## config.mk

```make
export PLATFORM = sky130hd
export DESIGN_NAME = dfr_row_access
export DESIGN_NICKNAME = d
export VERILOG_FILES = /design/src/shared/dfr_pkg.sv /design/src/verilog/dfr_row_access.sv /design/src/verilog/dfr_row_mem.sv
export VERILOG_INCLUDE_DIRS = /design/src /design/src/shared
export SDC_FILE = /design/constraint.sdc
export NUM_CORES = 2
export LEC_CHECK = 0
export ABC_CLOCK_PERIOD_IN_PS = 11700
export BUFFER_PORTS_ARGS = -buffer_cell sky130_fd_sc_hd__buf_4
export CORE_MARGIN = 2
export CORE_UTILIZATION = 40
export DETAILED_ROUTE_END_ITERATION = 7
export PLACE_DENSITY_LB_ADDON = 0.1
export SYNTH_ARGS = -nofsm -noshare
export SYNTH_HDL_FRONTEND = slang
export SYNTH_SLANG_ARGS = --single-unit
```

## constraint.sdc

```tcl
create_clock -name clock -period 11.7 [get_ports clock]
set_input_delay 1.17 -clock clock [delete_from_list [all_inputs] [get_ports clock]]
set_output_delay 1.17 -clock clock [all_outputs]
set_load 0.02 [all_outputs]
```

## src/shared/dfr_consts.svh

```systemverilog
// offsets, field positions, reset values and sizes for the data flash row access block
`ifndef DFR_CONSTS_SVH
`define DFR_CONSTS_SVH
// ------------------------------------------------------------
// command codes
// ------------------------------------------------------------
`define DFR_CMD_SETUP     8'h00
`define DFR_CMD_BLOCK     8'h2F
`define DFR_CMD_PARAM     8'h30
`define DFR_CMD_USER      8'h31
`define DFR_CMD_STATUS    8'h50
`define DFR_CMD_MINV      8'h51
`define DFR_CMD_PROG      8'h52
// ------------------------------------------------------------
// fields and sizes
// ------------------------------------------------------------
`define DFR_SETUP_TAG     8'h01
`define DFR_ROW_BYTES     32
`define DFR_ROW_LAST      5'h1F
`define DFR_ROW_BITS      4
`define DFR_ADDR_BITS     9
`define DFR_USER_BASE     9'h1A0
`define DFR_USER_LAST     7'h5F
`define DFR_PARAM_ADDR    9'h000
`define DFR_FLG_SEC       0
`define DFR_FLG_VOLT      1
`define DFR_FLG_BUSY      2
`define DFR_FLG_DONE      3
`define DFR_MINV_RST      16'h0BB8
`endif

```

## src/shared/dfr_pkg.sv

```systemverilog
// types shared by the data flash row access block
package dfr_pkg;
  typedef enum logic [1:0] {
    DFR_MODE_FULL,
    DFR_MODE_OPEN,
    DFR_MODE_LOCKED
  } dfr_mode_e;
  typedef enum logic {
    DFR_ST_IDLE,
    DFR_ST_PROG
  } dfr_state_e;
  typedef struct packed {
    dfr_state_e   st;
    logic [7:0]   row;
    logic [4:0]   idx;
    logic [6:0]   uidx;
    logic [4:0]   pcnt;
    logic [255:0] stage;
    logic [15:0]  minv;
    logic [3:0]   flags;
    logic         rsel;
    logic [15:0]  rdata;
    logic         prog;
  } dfr_state_s;
endpackage : dfr_pkg

```

## src/verilog/dfr_row_access.sv

```systemverilog
// data flash row access: row setup, 32-byte block moves, security and voltage gating
// ------------------------------------------------------------
// ------------------------------------------------------------
//
// Decided for this implementation: the register offsets and the address-and-strobe port.
`timescale 1ns/100ps
`include "dfr_consts.svh"
module dfr_row_access
  import dfr_pkg::*;
(
  input  wire logic        clock,      // 200 MHz system clock
  input  wire logic        rst,        // async reset, high
  input  wire logic [7:0]  addr,       // command code
  input  wire logic [15:0] wdata,      // write data
  input  wire logic        wr,         // write strobe
  input  wire logic        rd,         // read strobe
  output logic      [15:0] rdata,      // read data, cycle after rd
  input  wire dfr_mode_e   sec_mode,   // current security mode
  input  wire logic [15:0] voltage_mv, // measured battery voltage
  output logic             flash_busy, // row programming in progress
  output logic             prog_start  // device programming request pulse
);
  dfr_state_s s_r;
  dfr_state_s s_nxt;
  logic [`DFR_ADDR_BITS-1:0] mem_addr;
  logic                      mem_we;
  logic [7:0]                mem_wdata;
  logic [7:0]                mem_q;
  logic                      open_ok;
  logic                      full_ok;
  logic                      busy;
  logic [3:0]                fset;
  logic [3:0]                fclr;

  // ------------------------------------------------------------
  // flash array
  // ------------------------------------------------------------
  dfr_row_mem u_mem (
    .clock (clock),
    .rst   (rst),
    .addr  (mem_addr),
    .wen   (mem_we),
    .wdata (mem_wdata),
    .q     (mem_q)
  );

  // ------------------------------------------------------------
  // mode decode
  // ------------------------------------------------------------
  // full and open both reach general flash; locked only standard commands
  assign full_ok = (sec_mode == DFR_MODE_FULL);
  assign open_ok = full_ok || (sec_mode == DFR_MODE_OPEN);
  assign busy    = (s_r.st == DFR_ST_PROG);

  // ------------------------------------------------------------
  // next state
  // ------------------------------------------------------------
  always_comb begin
    s_nxt     = s_r;
    s_nxt.prog = 1'b0;
    mem_we    = 1'b0;
    mem_wdata = s_r.stage[{s_r.pcnt, 3'b000} +: 8];
    mem_addr  = {s_r.row[`DFR_ROW_BITS-1:0], s_r.idx};
    fset      = 4'h0;
    fclr      = 4'h0;
    // read-side address choice follows the command being read
    unique case (addr)
      `DFR_CMD_USER:  mem_addr = `DFR_USER_BASE + {2'b00, s_r.uidx};
      `DFR_CMD_PARAM: mem_addr = `DFR_PARAM_ADDR;
      default:        mem_addr = {s_r.row[`DFR_ROW_BITS-1:0], s_r.idx};
    endcase
    if (rd) begin
      s_nxt.rsel  = 1'b0;
      s_nxt.rdata = 16'h0000;
    end
    unique case (s_r.st)
      DFR_ST_IDLE: begin
        if (wr) begin
          unique case (addr)
            `DFR_CMD_SETUP: begin
              if (wdata[15:8] == `DFR_SETUP_TAG) begin
                s_nxt.row = wdata[7:0];
                s_nxt.idx = 5'h00;
              end
            end
            `DFR_CMD_BLOCK: begin
              if (!open_ok) begin
                fset[`DFR_FLG_SEC] = 1'b1;
              end else begin
                s_nxt.stage[{s_r.idx, 3'b000} +: 8] = wdata[7:0];
                s_nxt.idx = s_r.idx + 5'h01;
                if (s_r.idx == `DFR_ROW_LAST) begin
                  // only the 32nd byte commits, so a short burst never programs
                  if (voltage_mv >= s_r.minv) begin
                    s_nxt.st   = DFR_ST_PROG;
                    s_nxt.pcnt = 5'h00;
                  end else begin
                    fset[`DFR_FLG_VOLT] = 1'b1;
                  end
                end
              end
            end
            `DFR_CMD_USER: begin
              if (wdata[15:8] == `DFR_SETUP_TAG) begin
                s_nxt.uidx = 7'h00;
              end
            end
            `DFR_CMD_STATUS: begin
              if (open_ok) begin
                fclr = wdata[3:0];
              end
            end
            `DFR_CMD_MINV: begin
              if (full_ok) begin
                s_nxt.minv = wdata;
              end
            end
            `DFR_CMD_PROG: begin
              if (full_ok) begin
                s_nxt.prog = 1'b1;
              end else begin
                fset[`DFR_FLG_SEC] = 1'b1;
              end
            end
            default: begin
            end
          endcase
        end
      end
      DFR_ST_PROG: begin
        // one byte a cycle; array port belongs to programming meanwhile
        mem_addr = {s_r.row[`DFR_ROW_BITS-1:0], s_r.pcnt};
        mem_we   = 1'b1;
        s_nxt.pcnt = s_r.pcnt + 5'h01;
        if (s_r.pcnt == `DFR_ROW_LAST) begin
          s_nxt.st = DFR_ST_IDLE;
          fset[`DFR_FLG_DONE] = 1'b1;
        end
        if (wr || (rd && (addr == `DFR_CMD_BLOCK || addr == `DFR_CMD_USER
                          || addr == `DFR_CMD_PARAM))) begin
          fset[`DFR_FLG_BUSY] = 1'b1;
        end
      end
    endcase
    // reads: flash bytes come from the array register, the rest from here
    // while programming only the flash-backed reads are turned away, status stays readable
    if (rd && !(busy && (addr == `DFR_CMD_BLOCK || addr == `DFR_CMD_USER
                         || addr == `DFR_CMD_PARAM))) begin
      unique case (addr)
        `DFR_CMD_SETUP: s_nxt.rdata = {`DFR_SETUP_TAG, s_r.row};
        `DFR_CMD_BLOCK: begin
          if (open_ok) begin
            s_nxt.rsel = 1'b1;
            s_nxt.idx  = s_r.idx + 5'h01;
          end else begin
            fset[`DFR_FLG_SEC] = 1'b1;
          end
        end
        `DFR_CMD_PARAM: s_nxt.rsel = 1'b1;
        `DFR_CMD_USER: begin
          s_nxt.rsel = 1'b1;
          s_nxt.uidx = (s_r.uidx == `DFR_USER_LAST) ? 7'h00 : s_r.uidx + 7'h01;
        end
        `DFR_CMD_STATUS: begin
          if (open_ok) begin
            s_nxt.rdata = {11'h000, busy, s_r.flags};
          end
        end
        `DFR_CMD_MINV: begin
          if (open_ok) begin
            s_nxt.rdata = s_r.minv;
          end
        end
        default: begin
        end
      endcase
    end
    // hardware set wins over a software clear in the same cycle
    s_nxt.flags = (s_r.flags & ~fclr) | fset;
  end

  // ------------------------------------------------------------
  // state register
  // ------------------------------------------------------------
  always_ff @(posedge clock or posedge rst) begin
    if (rst) begin
      s_r       <= '0;
      s_r.st    <= DFR_ST_IDLE;
      s_r.minv  <= `DFR_MINV_RST;
    end else begin
      s_r <= s_nxt;
    end
  end

  // ------------------------------------------------------------
  // outputs
  // ------------------------------------------------------------
  assign rdata      = s_r.rsel ? {8'h00, mem_q} : s_r.rdata;
  assign flash_busy = busy;
  assign prog_start = s_r.prog;
endmodule : dfr_row_access

```

## src/verilog/dfr_row_mem.sv

```systemverilog
// byte-wide flash array with one synchronous port
`timescale 1ns/100ps
`include "dfr_consts.svh"
module dfr_row_mem (
  input  wire logic                      clock, // system clock
  input  wire logic                      rst,   // async reset, high
  input  wire logic [`DFR_ADDR_BITS-1:0] addr,  // byte address
  input  wire logic                      wen,   // program one byte
  input  wire logic [7:0]                wdata, // byte to program
  output logic      [7:0]                q      // byte read, one cycle later
);
  logic [7:0] mem [0:(1<<`DFR_ADDR_BITS)-1];

  // ------------------------------------------------------------
  // array port
  // ------------------------------------------------------------
  // array itself has no reset, like real flash it keeps what it holds
  always_ff @(posedge clock) begin
    if (wen) begin
      mem[addr] <= wdata;
    end
  end

  // read register, reset so the output is defined from the start
  always_ff @(posedge clock or posedge rst) begin
    if (rst) begin
      q <= 8'h00;
    end else begin
      q <= mem[addr];
    end
  end
endmodule : dfr_row_mem
```

==> reports/results.txt <==
Status -> finished, violations left
Failing checks -> capacitance limit, slew limit
Crit path required time -> 12,530 ps
Synth warn -> 0
Mean post-synth cell area -> 20.6 sq um
CTS tree -> done
Post-Synthesis Cells -> 8,339
DP HPWL -> 271,000 um
Initial antenna violation count -> 24
Worst Hold Class -> input pin to asynchronous set/reset pin
H-tree depth -> 5
DR pass1 iterations -> 8
Total Power -> 31.8 mW
Final-report max-slew violation count -> 2
Count leader, synth -> edfxtp_1
PD cells -> 164 nW/um^2
Seq cells post-synth -> 4,424
Fin. Hold Viols -> 0
Worst path slowest cell -> nor4_1
Largest net degree at the start of global routing -> 193
R2R cell count -> 10
Slew HR -> -4.96%
# IOs -> 64
CP Cell Sequence -> buf_4 -> and4bb_1 -> and2_4 -> and3_1 -> o31a_2 -> buf_4 -> buf_12 -> mux4_2 -> a22oi_1 -> a21oi_1 -> nor4_1 -> o22ai_1 -> or4_1
Bufs on Longest Clock Path -> 4
Vias in the first global route -> 87,194
ANT nets after route -> 0
Nets -> 8,590
Yosys top cell area share -> 71.5%
Grt ovf -> 0
Leak Pwr -> 70.9 nW
Final worst path period need -> 6890 ps
Delay-heaviest family, CP -> simple AND/OR/NAND/NOR gates
Tightest Pin Transition -> 1560 ps
Number of remaining DRC errors -> 0
Total Wirelength -> 474,000 um
Die X -> 660 um
TritonCTS Sinks -> 4,424
Async SR Flop Fraction -> 7.41%
CP max stage delay -> 1140 ps
Site Rows -> 240
Post-CTS Hold Buffers -> 0
Die area -> 435,000 sq um
Synth area leaders -> edfxtp_1 72%, mux4_2 14%, dfrtp_1 4.7%
Top_reg_cell synth -> edfxtp_1
Maximum vdd drop -> 137 uV
CP startpoint kind -> input pin
Period utilisation layout -> 58.9%
Clk_lat worst skew -> 1010 ps
Synth unique cells -> 54
Post-synth top cells -> 4,096 x edfxtp_1, 1,104 x mux4_2, 614 x nor2_1
Root buffer cell -> clkbuf_16
DR WL/cell -> 32.4 um
WP buf/inv -> 3
WP data arrival -> 7710 ps
Most used cell, CP -> buf_4
Initial drt markers -> 8,639
Syn nets -> 8,411
Crit path kind -> input pin to register
Post-CTS setup buffer count -> 0
Num CTS Buffers -> 463
Unrepaired setup endpoints after global routing -> no
Synthesized cell area -> 172,000 sq um
Share of cells above drive strength 1 -> 24.9%
Layout Skew -> 55.6 ps
Final GP Congestion -> 0.803
Post-synth EDFFs -> 4,096
Critical Path Stages -> 13
Crit Path Max Fanout -> 85
Dominant cell type by area after synthesis -> edfxtp_1
Seq/Total Area, Yosys -> 76.3%
GRT Total Usage -> 21.5%
Setup TNS -> 0 ps
DR vias -> 84,511
Area growth from synthesis to layout -> 12.8%
First-pass GRT wire length -> 670,000 um
PortBufs -> 63
Max Cap Viol -> 1
Die Height -> 660 um
Filler cells -> 36,233
Initial core utilization -> 40.2%
Post_cts resized -> 0
Via-per-instance ratio -> 5.79
Final Setup Violations -> 0
Core Area -> 428,000 sq um
Clock transition at path regs -> 60 ps
Crit end category -> register
Fmax achieved -> 145 MHz
==> placed cells by master (no fill, tap or decap), types with 186 or more instances in the layout <==
| cell | n |
|---|---|
| buf_4 | 201 |
| clkbuf_16 | 469 |
| nor2_1 | 603 |
| a21oi_1 | 273 |
| nand2_1 | 209 |
| edfxtp_1 | 4096 |
| a22oi_1 | 515 |
| dfrtp_1 | 319 |
| mux4_2 | 1104 |
| mux2_2 | 186 |
==> per-layer routing <==
metal / track usage, % / vias to the layer above / wire, um
met5: 0 / - / 54
met3: 3.03 / 698 / 27300
met4: 6.13 / 8 / 14000
met2: 35.1 / 2758 / 229000
li1: - / 35035 / -
met1: 30.3 / 46012 / 203000
==> cell families (layout without fill, tap and decap cells) <==
group	Yosys count	count (layout)	share of synthesized area, %
AOI/OAI and AO/OA	999	999	3.77
muxes	1301	1301	15.7
buffers and inverters	555	1122	1.48
other	0	6	0
adders and majority gates	26	26	0.189
and+or+nand+nor	1028	1028	2.50
DFF	4424	4424	76.3
xor gates and xnor gates	6	6	0.0306
==> area by class of cell <==
type                       count  area (sq um)  area share [%]
sequential                  4424        131000            67.7
clock inverter               291          2470            1.28
multi-input combinational   3360         38700            20.0
timing repair buffer         230          2090            1.08
clock buffer                 562         12200            6.28
inverter                      39           154          0.0793
antenna                        6          15.0         0.00774
tap                         5687          7120            3.67
==> per-stage QoR <==
step	std cells	setup WS [ps]	instance area [sq um]	hold slack, ps	utilization (%)
after floorplan	8339	1460	172000	445	-
after global placement	13739	3560	179000	456	41.9
after detailed placement	13740	3820	179000	467	41.9
after CTS	14593	4880	194000	297	45.4
after global routing	14594	4860	194000	342	45.4
final	14599	4810	194000	367	45.4
==> report_power, final <==
part / switching (mW) / internal, mW
Combinational: 0.251 / 0.169
Sequential: 0.00377 / 17.0
Clock: 6.16 / 8.15
Total: 6.42 / 25.3
==> registers in the layout, summed over array words and instances (netlist names), named ones only <==
signal / flops
u_mem.mem: 4096
u_mem.q: 8
prog_start: 1
s_r: 62
flash_busy: 1
==> worst paths after layout <==
| kind | from | endpoint | slack [ps] |
|---|---|---|---|
| max reg2reg | s_r[295] | u_mem.q[6] | 4960 |
| min | rst | asynchronous set/reset pin | 370 |
| max in group asynchronous | rst | asynchronous set/reset pin | 8870 |
| min in group clock | sec_mode[0] | prog_start | 390 |
| min reg2reg | s_r[317] | s_r[7] | 470 |
| max | addr[6] | u_mem.q[6] | 4810 |
(Power assumes the default switching activity.)
